## src/rtl/dtc_cfg.svh

```systemverilog
`ifndef DTC_CFG_SVH
`define DTC_CFG_SVH

// ****************************************************************************
// Register indexes (byte address is four times the index)
// ****************************************************************************
`define DTC_IDX_RUN_FLAG   8'h88
`define DTC_IDX_MODE       8'h89
`define DTC_IDX_U0_LOW     8'h8A
`define DTC_IDX_U1_LOW     8'h8B
`define DTC_IDX_U0_HIGH    8'h8C
`define DTC_IDX_U1_HIGH    8'h8D
`define DTC_IDX_CLK_CFG    8'h8E
`define DTC_IDX_PIN_SET    8'hB5
`define DTC_IDX_IRQ_STAT   8'hC0
`define DTC_IDX_IRQ_MASK   8'hC1

// ****************************************************************************
// Field positions
// ****************************************************************************
`define DTC_RF_U0_RUN      4
`define DTC_RF_U0_FLAG     5
`define DTC_RF_U1_RUN      6
`define DTC_RF_U1_FLAG     7
`define DTC_MD_FUNC_SEL    2
`define DTC_MD_GATE        3
`define DTC_MD_UNIT_STRIDE 4
`define DTC_CK_U0_FAST     3
`define DTC_PS_U0_TOG_EN   2

// ****************************************************************************
// Reset values and timing
// ****************************************************************************
`define DTC_RST_BYTE       8'h00
`define DTC_RST_MASK       2'h0
`define DTC_PRESC_DIV      12
`define DTC_PRESC_LAST     4'hB

`endif

```

## src/rtl/dtc_pkg.sv

```systemverilog
package dtc_pkg;

  typedef enum logic [1:0]
  {
    DTC_MODE_13BIT  = 2'b00,
    DTC_MODE_16BIT  = 2'b01,
    DTC_MODE_RELOAD = 2'b10,
    DTC_MODE_SPLIT  = 2'b11
  } dtc_mode_t;

  typedef struct packed
  {
    logic [7:0]       mode_cfg;
    logic [1:0][7:0]  cnt_lo;
    logic [1:0][7:0]  cnt_hi;
    logic [1:0]       run;
    logic [1:0]       flag;
    logic [1:0]       fast;
    logic [1:0]       tog_en;
    logic [1:0]       tog;
    logic [1:0]       pin_oe_n;
    logic [1:0]       irq_mask;
    logic [3:0]       presc;
    logic [1:0][2:0]  pin_sync;
    logic [1:0][1:0]  irq_sync;
    logic             irq;
    logic             wait_req;
    logic [31:0]      rdata;
  } dtc_state_t;

endpackage

```

## src/rtl/dtc_top.sv

```systemverilog
`timescale 1ns/1ns
`include "dtc_cfg.svh"

module dtc_top
(
  // Clock and reset
  input  wire logic         core_clk,
  input  wire logic         rst_b,
  // Avalon-MM register slave
  input  wire logic [9:0]   avs_address,
  input  wire logic         avs_read,
  input  wire logic         avs_write,
  input  wire logic [31:0]  avs_writedata,
  input  wire logic [3:0]   avs_byteenable,
  output logic      [31:0]  avs_readdata,
  output logic              avs_waitrequest,
  // Count pins, toggle outputs on the same pins
  input  wire logic [1:0]   count_pin_in,
  output logic      [1:0]   count_pin_out,
  output logic      [1:0]   count_pin_oe_n,
  // External interrupt pins used for gating
  input  wire logic [1:0]   ext_irq_pin,
  // Interrupt service entry, one pulse per unit
  input  wire logic [1:0]   irq_service_ack,
  // Interrupt
  output logic              irq
);
  import dtc_pkg::*;

  // ****************************************************************************
  // Counting step
  // ****************************************************************************

  // Returns the overflow bit, the new high byte and the new low byte.
  function automatic logic [16:0] dtc_step
  (
    input dtc_mode_t   md,
    input logic [7:0]  hi,
    input logic [7:0]  lo
  );
    logic [12:0] v13;
    logic [15:0] v16;
    logic [7:0]  v8;
    v13 = {hi, lo[4:0]} + 13'h0001;
    v16 = {hi, lo} + 16'h0001;
    v8  = lo + 8'h01;
    case (md)
      DTC_MODE_13BIT:
      begin
        // The upper three low-byte bits sit outside the count and never change.
        dtc_step = {({hi, lo[4:0]} == 13'h1FFF), v13[12:5], lo[7:5], v13[4:0]};
      end
      DTC_MODE_16BIT:
      begin
        dtc_step = {({hi, lo} == 16'hFFFF), v16};
      end
      DTC_MODE_RELOAD:
      begin
        if (lo == 8'hFF)
        begin
          dtc_step = {1'b1, hi, hi};
        end
        else
        begin
          dtc_step = {1'b0, hi, v8};
        end
      end
      default:
      begin
        dtc_step = {(lo == 8'hFF), hi, v8};
      end
    endcase
  endfunction

  // ****************************************************************************
  // State
  // ****************************************************************************

  dtc_state_t st_ff;
  dtc_state_t nxt_st;

  logic              presc_tick;
  logic [1:0]        timer_tick;
  logic [1:0]        pin_fall;
  logic [1:0]        src_tick;
  logic [1:0]        gate_ok;
  logic [1:0]        unit_inc;
  logic [1:0][16:0]  step;
  logic [1:0]        ovf;
  logic [7:0]        idx;
  logic [7:0]        wbyte;
  logic              wr_go;
  logic [7:0]        rd_byte;
  logic [1:0]        flag_sw;
  logic [1:0]        flag_clr;

  assign presc_tick = (st_ff.presc == `DTC_PRESC_LAST);
  assign idx        = avs_address[9:2];
  assign wbyte      = avs_writedata[7:0];

  // ****************************************************************************
  // Per-unit tick sources
  // ****************************************************************************

  genvar u;
  generate
    for (u = 0; u < 2; u = u + 1)
    begin : g_unit
      assign timer_tick[u] = st_ff.fast[u] | presc_tick;
      // Only the second and third sync stages are compared here.
      assign pin_fall[u]   = st_ff.pin_sync[u][2] & ~st_ff.pin_sync[u][1];
      assign src_tick[u]   = st_ff.mode_cfg[u * `DTC_MD_UNIT_STRIDE + `DTC_MD_FUNC_SEL] ?
                             pin_fall[u] : timer_tick[u];
      assign gate_ok[u]    = st_ff.run[u] &
                             (~st_ff.mode_cfg[u * `DTC_MD_UNIT_STRIDE + `DTC_MD_GATE] |
                              st_ff.irq_sync[u][1]);
      assign unit_inc[u]   = src_tick[u] & gate_ok[u];
      assign step[u]       = dtc_step(dtc_mode_t'(st_ff.mode_cfg[u * `DTC_MD_UNIT_STRIDE +: 2]),
                                      st_ff.cnt_hi[u], st_ff.cnt_lo[u]);
    end
  endgenerate

  // ****************************************************************************
  // Read decode
  // ****************************************************************************

  always_comb
  begin
    case (idx)
      `DTC_IDX_RUN_FLAG: rd_byte = {st_ff.flag[1], st_ff.run[1], st_ff.flag[0], st_ff.run[0], 4'h0};
      `DTC_IDX_MODE:     rd_byte = st_ff.mode_cfg;
      `DTC_IDX_U0_LOW:   rd_byte = st_ff.cnt_lo[0];
      `DTC_IDX_U1_LOW:   rd_byte = st_ff.cnt_lo[1];
      `DTC_IDX_U0_HIGH:  rd_byte = st_ff.cnt_hi[0];
      `DTC_IDX_U1_HIGH:  rd_byte = st_ff.cnt_hi[1];
      `DTC_IDX_CLK_CFG:  rd_byte = {3'h0, st_ff.fast, 3'h0};
      `DTC_IDX_PIN_SET:  rd_byte = {4'h0, st_ff.tog_en, 2'h0};
      `DTC_IDX_IRQ_STAT: rd_byte = {6'h00, st_ff.flag};
      `DTC_IDX_IRQ_MASK: rd_byte = {6'h00, st_ff.irq_mask};
      default:           rd_byte = 8'h00;
    endcase
  end

  // ****************************************************************************
  // Next state
  // ****************************************************************************

  always_comb
  begin
    nxt_st   = st_ff;
    ovf      = 2'b00;
    flag_sw  = st_ff.flag;
    flag_clr = 2'b00;

    // Two flip-flops before anything looks at the pins; the third stage feeds edge detection.
    for (int i = 0; i < 2; i++)
    begin
      nxt_st.pin_sync[i] = {st_ff.pin_sync[i][1:0], count_pin_in[i]};
      nxt_st.irq_sync[i] = {st_ff.irq_sync[i][0], ext_irq_pin[i]};
    end

    nxt_st.presc = presc_tick ? 4'h0 : st_ff.presc + 4'h1;

    // Unit 0 counting, either whole or split into two 8-bit halves.
    if (dtc_mode_t'(st_ff.mode_cfg[1:0]) == DTC_MODE_SPLIT)
    begin
      if (unit_inc[0])
      begin
        nxt_st.cnt_lo[0] = step[0][7:0];
        ovf[0]           = step[0][16];
      end
      // The high half borrows unit 1's run bit and flag, so unit 1 should stay halted then.
      if (timer_tick[0] & st_ff.run[1])
      begin
        nxt_st.cnt_hi[0] = st_ff.cnt_hi[0] + 8'h01;
        ovf[1]           = (st_ff.cnt_hi[0] == 8'hFF);
      end
    end
    else if (unit_inc[0])
    begin
      nxt_st.cnt_hi[0] = step[0][15:8];
      nxt_st.cnt_lo[0] = step[0][7:0];
      ovf[0]           = step[0][16];
    end

    // Unit 1 counting; the split code halts it.
    if (unit_inc[1] && (dtc_mode_t'(st_ff.mode_cfg[5:4]) != DTC_MODE_SPLIT))
    begin
      nxt_st.cnt_hi[1] = step[1][15:8];
      nxt_st.cnt_lo[1] = step[1][7:0];
      ovf[1]           = ovf[1] | step[1][16];
    end

    // Register slave: one wait cycle, then the access completes.
    wr_go = 1'b0;
    if ((avs_read | avs_write) & st_ff.wait_req)
    begin
      nxt_st.wait_req = 1'b0;
      nxt_st.rdata    = avs_read ? {24'h000000, rd_byte} : 32'h00000000;
    end
    else
    begin
      nxt_st.wait_req = 1'b1;
      wr_go           = avs_write & ~st_ff.wait_req & avs_byteenable[0];
    end

    if (wr_go)
    begin
      case (idx)
        `DTC_IDX_RUN_FLAG:
        begin
          nxt_st.run = {wbyte[`DTC_RF_U1_RUN], wbyte[`DTC_RF_U0_RUN]};
          flag_sw    = {wbyte[`DTC_RF_U1_FLAG], wbyte[`DTC_RF_U0_FLAG]};
        end
        `DTC_IDX_MODE:     nxt_st.mode_cfg  = wbyte;
        `DTC_IDX_U0_LOW:   nxt_st.cnt_lo[0] = wbyte;
        `DTC_IDX_U1_LOW:   nxt_st.cnt_lo[1] = wbyte;
        `DTC_IDX_U0_HIGH:  nxt_st.cnt_hi[0] = wbyte;
        `DTC_IDX_U1_HIGH:  nxt_st.cnt_hi[1] = wbyte;
        `DTC_IDX_CLK_CFG:  nxt_st.fast      = wbyte[`DTC_CK_U0_FAST +: 2];
        `DTC_IDX_PIN_SET:  nxt_st.tog_en    = wbyte[`DTC_PS_U0_TOG_EN +: 2];
        `DTC_IDX_IRQ_STAT: flag_clr         = wbyte[1:0];
        `DTC_IDX_IRQ_MASK: nxt_st.irq_mask  = wbyte[1:0];
        default:
        begin
        end
      endcase
    end

    // An overflow in the same cycle as any clear still leaves the flag set.
    nxt_st.flag = (flag_sw & ~flag_clr & ~irq_service_ack) | ovf;

    for (int i = 0; i < 2; i++)
    begin
      if (!nxt_st.tog_en[i])
      begin
        nxt_st.tog[i] = 1'b1;
      end
      else if (ovf[i])
      begin
        nxt_st.tog[i] = ~st_ff.tog[i];
      end
    end
    nxt_st.pin_oe_n = ~nxt_st.tog_en;

    nxt_st.irq = |(nxt_st.flag & nxt_st.irq_mask);
  end

  // ****************************************************************************
  // Registers
  // ****************************************************************************

  always_ff @(posedge core_clk)
  begin
    if (!rst_b)
    begin
      st_ff          <= '0;
      st_ff.mode_cfg <= `DTC_RST_BYTE;
      st_ff.irq_mask <= `DTC_RST_MASK;
      st_ff.tog      <= 2'h3;
      st_ff.pin_oe_n <= 2'h3;
      st_ff.wait_req <= 1'b1;
    end
    else
    begin
      st_ff <= nxt_st;
    end
  end

  assign avs_readdata    = st_ff.rdata;
  assign avs_waitrequest = st_ff.wait_req;
  assign count_pin_out   = st_ff.tog;
  assign count_pin_oe_n  = st_ff.pin_oe_n;
  assign irq             = st_ff.irq;

endmodule

```

## config.mk

```make
export PLATFORM = sky130hd
export DESIGN_NAME = dtc_top
export DESIGN_NICKNAME = d
export VERILOG_FILES = /design/src/rtl/dtc_pkg.sv /design/src/rtl/dtc_top.sv
export VERILOG_INCLUDE_DIRS = /design/src /design/src/rtl
export SDC_FILE = /design/constraint.sdc
export NUM_CORES = 1
export LEC_CHECK = 0
export BUFFER_PORTS_ARGS = -buffer_cell sky130_fd_sc_hd__buf_2
export CAP_MARGIN = 40
export CORE_MARGIN = 5
export CORE_UTILIZATION = 45
export CTS_CLUSTER_SIZE = 28
export DETAILED_ROUTE_END_ITERATION = 16
export GPL_TIMING_DRIVEN = 0
export HOLD_SLACK_MARGIN = 0.03
export PLACE_DENSITY = 0.68
export SYNTH_ARGS = -nofsm -noshare
export SYNTH_HDL_FRONTEND = slang
export SYNTH_SLANG_ARGS = --single-unit
```

## constraint.sdc

```tcl
create_clock -name core_clk -period 1.9 [get_ports core_clk]
set_input_delay 0.38 -clock core_clk [delete_from_list [all_inputs] [get_ports core_clk]]
set_output_delay 0.38 -clock core_clk [all_outputs]
set_load 0.02 [all_outputs]
```

-- Yosys cells after proc, flatten, opt, wreduce, memory -nomap -nowiden
Cells that the tools add are included.
- bits in registers: 102
- ROM bits: 0
- bits in latches: 0
- memories: 0
- output and inout port bits: 38
- RAM bits: 0
- shift operators: 0
- bitwise gates (word level): 31
- magnitude comparators: 0
- reduce and logical (&&, ||, !) cells: 10
- multiplexer cells: 34
- divide/modulo/power cells: 0
- equality and inequality tests: 24
- $mul: 0
- $add $sub $neg: 8
- operator list (kind ; count):
    equality test 8 bit, second input constant ; 13
    one-hot mux 17 bit (3 select lines) ; 2
    2-to-1 mux 8 bit ; 11
    one-hot mux 8 bit (10 select lines) ; 1
    2-to-1 mux 17 bit ; 2
    2-to-1 mux 34 bit ; 1
    adder 16 x 1 -> 16 bit, second input constant ; 2
    equality test 16 bit, second input constant ; 2
    adder 13 x 1 -> 13 bit, second input constant ; 2
    equality test 13 bit, second input constant ; 2
    adder 8 x 1 -> 8 bit, second input constant ; 3
    2-to-1 mux 2 bit ; 9
    bitwise AND 1 bit ; 10
    AND reduction 2 bit ; 5
    2-to-1 mux 1 bit ; 8
    inverter 1 bit ; 8
    bitwise AND 2 bit ; 3
    equality test 2 bit, second input constant ; 3
    inverter 2 bit ; 3
    bitwise OR 1 bit ; 6
    adder 4 x 1 -> 4 bit, second input constant ; 1
    equality test 2 x 1 -> 1 bit, second input constant ; 2
    equality test 4 bit, second input constant ; 1
    zero test 2 bit ; 2
    4 further kinds ; 5

-- Longest topological paths before layout
- word-level depth: 11
- mapped depth: 9

-- Least setup slack after synthesis
Ideal clock, no wire load.
- path kind: reg-to-reg
- start: register st_ff[78] in the netlist's numbering
- end: register st_ff[66] in the netlist's numbering
- setup slack: 0.027 ns
- buffers on the path: 1
- clock period less this slack: 1.873 ns
- cell stages (with the launch flop): 8
- data required time: 1.784 ns
- arrival: 1.757 ns
- path through: dfxtp_1 ha_1 and4_1 buf_2 nand2_2 a221oi_1 o221ai_1 a41o_1
- word-level cells in the longest chain between the ends: 6
- elaborated cells between the ends (all ways): 7
- RTL lines (element ; line ; source):
    start, declared ; dtc_top.sv:79 ; dtc_state_t st_ff;
    start signal, assigned ; dtc_top.sv:266 ; st_ff <= nxt_st;
    adder 16 x 1 -> 16 bit / adder 13 x 1 -> 13 bit (equally long branches) ; dtc_top.sv:45, dtc_top.sv:44 ;
    one-hot mux 17 bit (3 select lines) (*) ; dtc_top.sv:47 ; case (md)
    2-to-1 mux 8 bit (*) ; dtc_top.sv:179 ; else if (unit_inc[0])
    2-to-1 mux 8 bit (*) ; dtc_top.sv:165 ; if (dtc_mode_t'(st_ff.mode_cfg[1:0]) == DTC_MODE_SPLIT)
    2-to-1 mux 8 bit ; dtc_top.sv:209 ; case (idx)
    2-to-1 mux 34 bit (*) ; dtc_top.sv:207 ; if (wr_go)
Every way passes the cells marked *; elsewhere a longest branch is shown, timed or not.
A chain may end at the register's enable or synchronous reset.

-- Worst setup path in the final report
- start: register st_ff[45] in the netlist's numbering
- end: register st_ff[67] in the netlist's numbering
- word-level cells in the longest chain between the ends: 8
- elaborated cells between the ends (all ways): 10
- RTL lines (element ; line ; source):
    equality test 4 bit (no line) (*) ; n/a ;
    bitwise OR 1 bit (*) ; dtc_top.sv:109 ; assign timer_tick[u] = st_ff.fast[u] | presc_tick;
    2-to-1 mux 1 bit ; dtc_top.sv:112 ; assign src_tick[u] = st_ff.mode_cfg[u * `DTC_MD_UNIT_STRIDE + `DTC_MD_FUNC_SEL] ?
    bitwise AND 1 bit ; dtc_top.sv:117 ; assign unit_inc[u] = src_tick[u] & gate_ok[u];
    2-to-1 mux 8 bit ; dtc_top.sv:179 ;
    2-to-1 mux 8 bit (*) ; dtc_top.sv:165 ;
    2-to-1 mux 8 bit ; dtc_top.sv:209 ;
    2-to-1 mux 34 bit (*) ; dtc_top.sv:207 ;
Marks and branches as above.

==> results.sh <==
export IMPL_outcome="finished with violations"
export IMPL_violations="negative setup slack"
export IMPL_drtPass1Iterations=6
export IMPL_pwr_density_cell_nw_per_um2=550
export IMPL_row_count=40
export IMPL_first_global_vias=5925
export IMPL_grt_pass1_wl_microns=31700
export IMPL_ant_nets=0
export IMPL_ys_seq_area_share_pct=28.7
export IMPL_slew_viol_final=0
export IMPL_hold_path_class="input pin to flop"
export IMPL_cts_path_max_buffers=2
export IMPL_synth_seq_cells=78
export IMPL_syn_cell_area_sq_um=5430
export IMPL_viasPerCell=6.38
export IMPL_p_leak_nw=2.61
export IMPL_slew_headroom_pct=45.0
export IMPL_finalSetupTns_ps=-340
export IMPL_synth_most_common_cell="dfxtp_1"
export IMPL_synth_top_area_cell="dfxtp_1"
export IMPL_nNetsFinal=869
export IMPL_fin_crit_sh_pct=103
export IMPL_worst_slack_ps=-57.7
export IMPL_wirelength_microns=20700
export IMPL_period_minus_slack_ps=1960
export IMPL_cp_end_kind="flop"
export IMPL_synthTopCellsByArea="dfxtp_1 29%, buf_4 5.4%, nand2_1 5.2%"
export IMPL_r2r_slack_ps=-60
export IMPL_dieArea_sq_um=14400
export IMPL_core_sq_um=11900
export IMPL_max_clock_freq_mhz=511
export IMPL_worstSkewPairLatency_ps=350
export IMPL_wl_per_cell_microns=21.5
export IMPL_avgSynthCellArea_sq_um=7.64
export IMPL_worstPathMaxFanout=8
export IMPL_cts_buffers=9
export IMPL_synth_ff_type="dfxtp_1"
export IMPL_setup_viol=12
export IMPL_drv_cap=0
export IMPL_clkTransAtPathRegs_ps=70
export IMPL_drcViolationCount=0
export IMPL_synth_distinct_cells=78
export IMPL_drt_first_iter_violations=982
export IMPL_cp_arrival_ps=2240
export IMPL_h_tree_depth=3
export IMPL_grt_start_max_net_pins=15
export IMPL_synth_warnings=0
export IMPL_pin_count=94
export IMPL_synthCells=711
export IMPL_die_y_microns=120
export IMPL_gp_congestion=0.981
export IMPL_synthTopCellsByCount="78 x dfxtp_1, 75 x nand2_1, 50 x a21oi_1"
export IMPL_holdBufCountCts=0
export IMPL_dp_hpwl_microns=14400
export IMPL_syn_to_final_growth_pct=28.7
export IMPL_io_buffer_count=39
export IMPL_met1Wirelength_microns=8180
export IMPL_cp_start_kind="flop"
export IMPL_critical_path_class="flop to flop"
export IMPL_grt_ovfl_total=0
export IMPL_synthArstFlopShare_pct=0
export IMPL_power_total_mw=3.85
export IMPL_nFillCells=1128
export IMPL_hold_slack_ps=233
export IMPL_die_w_microns=120
export IMPL_diodes=0
export IMPL_cts_sinks=78
export IMPL_vdd_drop_max_mv=0.780
export IMPL_synth_edff_count=0
export IMPL_grt_use_total_pct=28.2
export IMPL_antenna_found_initial=0
export IMPL_tightest_slew_ps=825
export IMPL_dr_max_layer_used="met4"
export IMPL_rsz0062_at_grt="true"
export IMPL_initial_utilization_pct=45.6
export IMPL_clock_skew_ps=10.4
export IMPL_hold_viol_final=0
export IMPL_yosysTopAreaCellShare_pct=28.7
export IMPL_dr_wl_met3_microns=1730
export IMPL_crit_required_ps=2180
export IMPL_tritoncts="done"
export IMPL_met2RoutedLength_microns=9770
export IMPL_drive_above_1_share_pct=29.9
export IMPL_clockRootBuffer="clkbuf_16"
export IMPL_vias=6135
## worst paths after layout
| path | start | endpoint | cells past startpoint |
|---|---|---|---|
| worst max-delay path | st_ff[45]$_SDFF_PP0_ | st_ff[67]$_SDFF_PN0_ | 10 |
| worst min-delay path | count_pin_in[0] | nxt_st[39]$_SDFF_PN0_ | 2 |
| worst max register to register | st_ff[45]$_SDFF_PP0_ | st_ff[67]$_SDFF_PN0_ | 10 |
| worst min register to register | nxt_st[39]$_SDFF_PN0_ | nxt_st[40]$_SDFF_PN0_ | 1 |
## repair_timing
item | in CTS | in global routing
resized for setup | 82 | 63
pin swaps | 28 | 25
gates cloned | 2 | 1
setup buffers | 22 | 7
setup endpoints to repair | 45 | 38
## cell families (layout without fill, tap and decap cells)
| family | after synthesis | in the layout | share of synthesized area (%) |
|---|---|---|---|
| DFF | 78 | 78 | 28.7 |
| other | 1 | 24 | 0.0690 |
| adders and majority gates | 4 | 4 | 0.921 |
| and+or+nand+nor | 280 | 281 | 27.6 |
| AOI/OAI and AO/OA | 211 | 211 | 25.4 |
| xor gates and xnor gates | 8 | 8 | 1.29 |
| muxes | 25 | 25 | 5.71 |
| buffers and inverters | 104 | 183 | 10.3 |
## worst max-delay path, stage by stage (launching register included)
cell	delay (ps)
dfxtp_2	340
ha_4	160
and3b_2	270
nor3_4	220
buf_6	150
nor2_4	40
buf_8	170
buf_8	130
nand4_1	90
nand4b_1	150
a21oi_2	160
## final cells by class
| type | instances | area (sq um) | share of cell area, % |
|---|---|---|---|
| multi-input cells | 553 | 3790 | 54.2 |
| flip-flops and latches | 78 | 1590 | 22.7 |
| plain buffers | 85 | 578 | 8.27 |
| repair buffers | 70 | 488 | 6.98 |
| clock buffers | 11 | 253 | 3.62 |
| well taps | 147 | 184 | 2.63 |
| clock inverters | 5 | 65.1 | 0.931 |
| inverters | 12 | 45.0 | 0.644 |
## state kept, by name, indices dropped and copies added (netlist names)
register,count
count_pin_out,2
nxt_st,6
avs_readdata,8
count_pin_oe_n,2
avs_waitrequest,1
st_ff,58
irq,1
## metrics by stage
stage	instances	util (%)	cell area, sq um	setup slack, ps
floorplan	734	-	5520	26.6
global placement	920	49.5	5900	-639
detailed placement	920	49.5	5900	-629
CTS	955	56.2	6690	-57.0
global route	961	58.7	6990	-113
finish	961	58.7	6990	-57.7
## power by group
part           switching, mW  internal [mW]  total, mW
clock                  0.749           1.10       1.85
sequential            0.0248           1.65       1.67
combinational          0.207          0.115      0.322
total                  0.981           2.87       3.85
## metal layers
| metal | vias to the layer above | global-route usage (%) |
|---|---|---|
| met5 | - | 0 |
| met4 | 0 | 13.2 |
| met3 | 85 | 6.50 |
| met2 | 339 | 45.6 |
| met1 | 2921 | 35.4 |
| li1 | 2790 | - |
## placed cells by master, fill, tap and decap left out, drive strengths merged, types with 6 or more instances in the layout
master	Yosys	final
nor3	21	21
a31oi	16	16
inv	12	13
nand4	10	10
a21oi	51	51
dfxtp	78	78
o22ai	9	9
nor2b	8	8
and3	14	14
o211ai	8	8
a2bb2oi	7	7
buf	58	125
a22oi	7	7
nor2	49	49
nor4	13	13
o21ai	50	50
and2	17	17
conb	1	24
clkbuf	34	41
nand2	76	77
mux2i	16	16
a211oi	6	6
nand3	38	38
(Power assumes the default switching activity.)
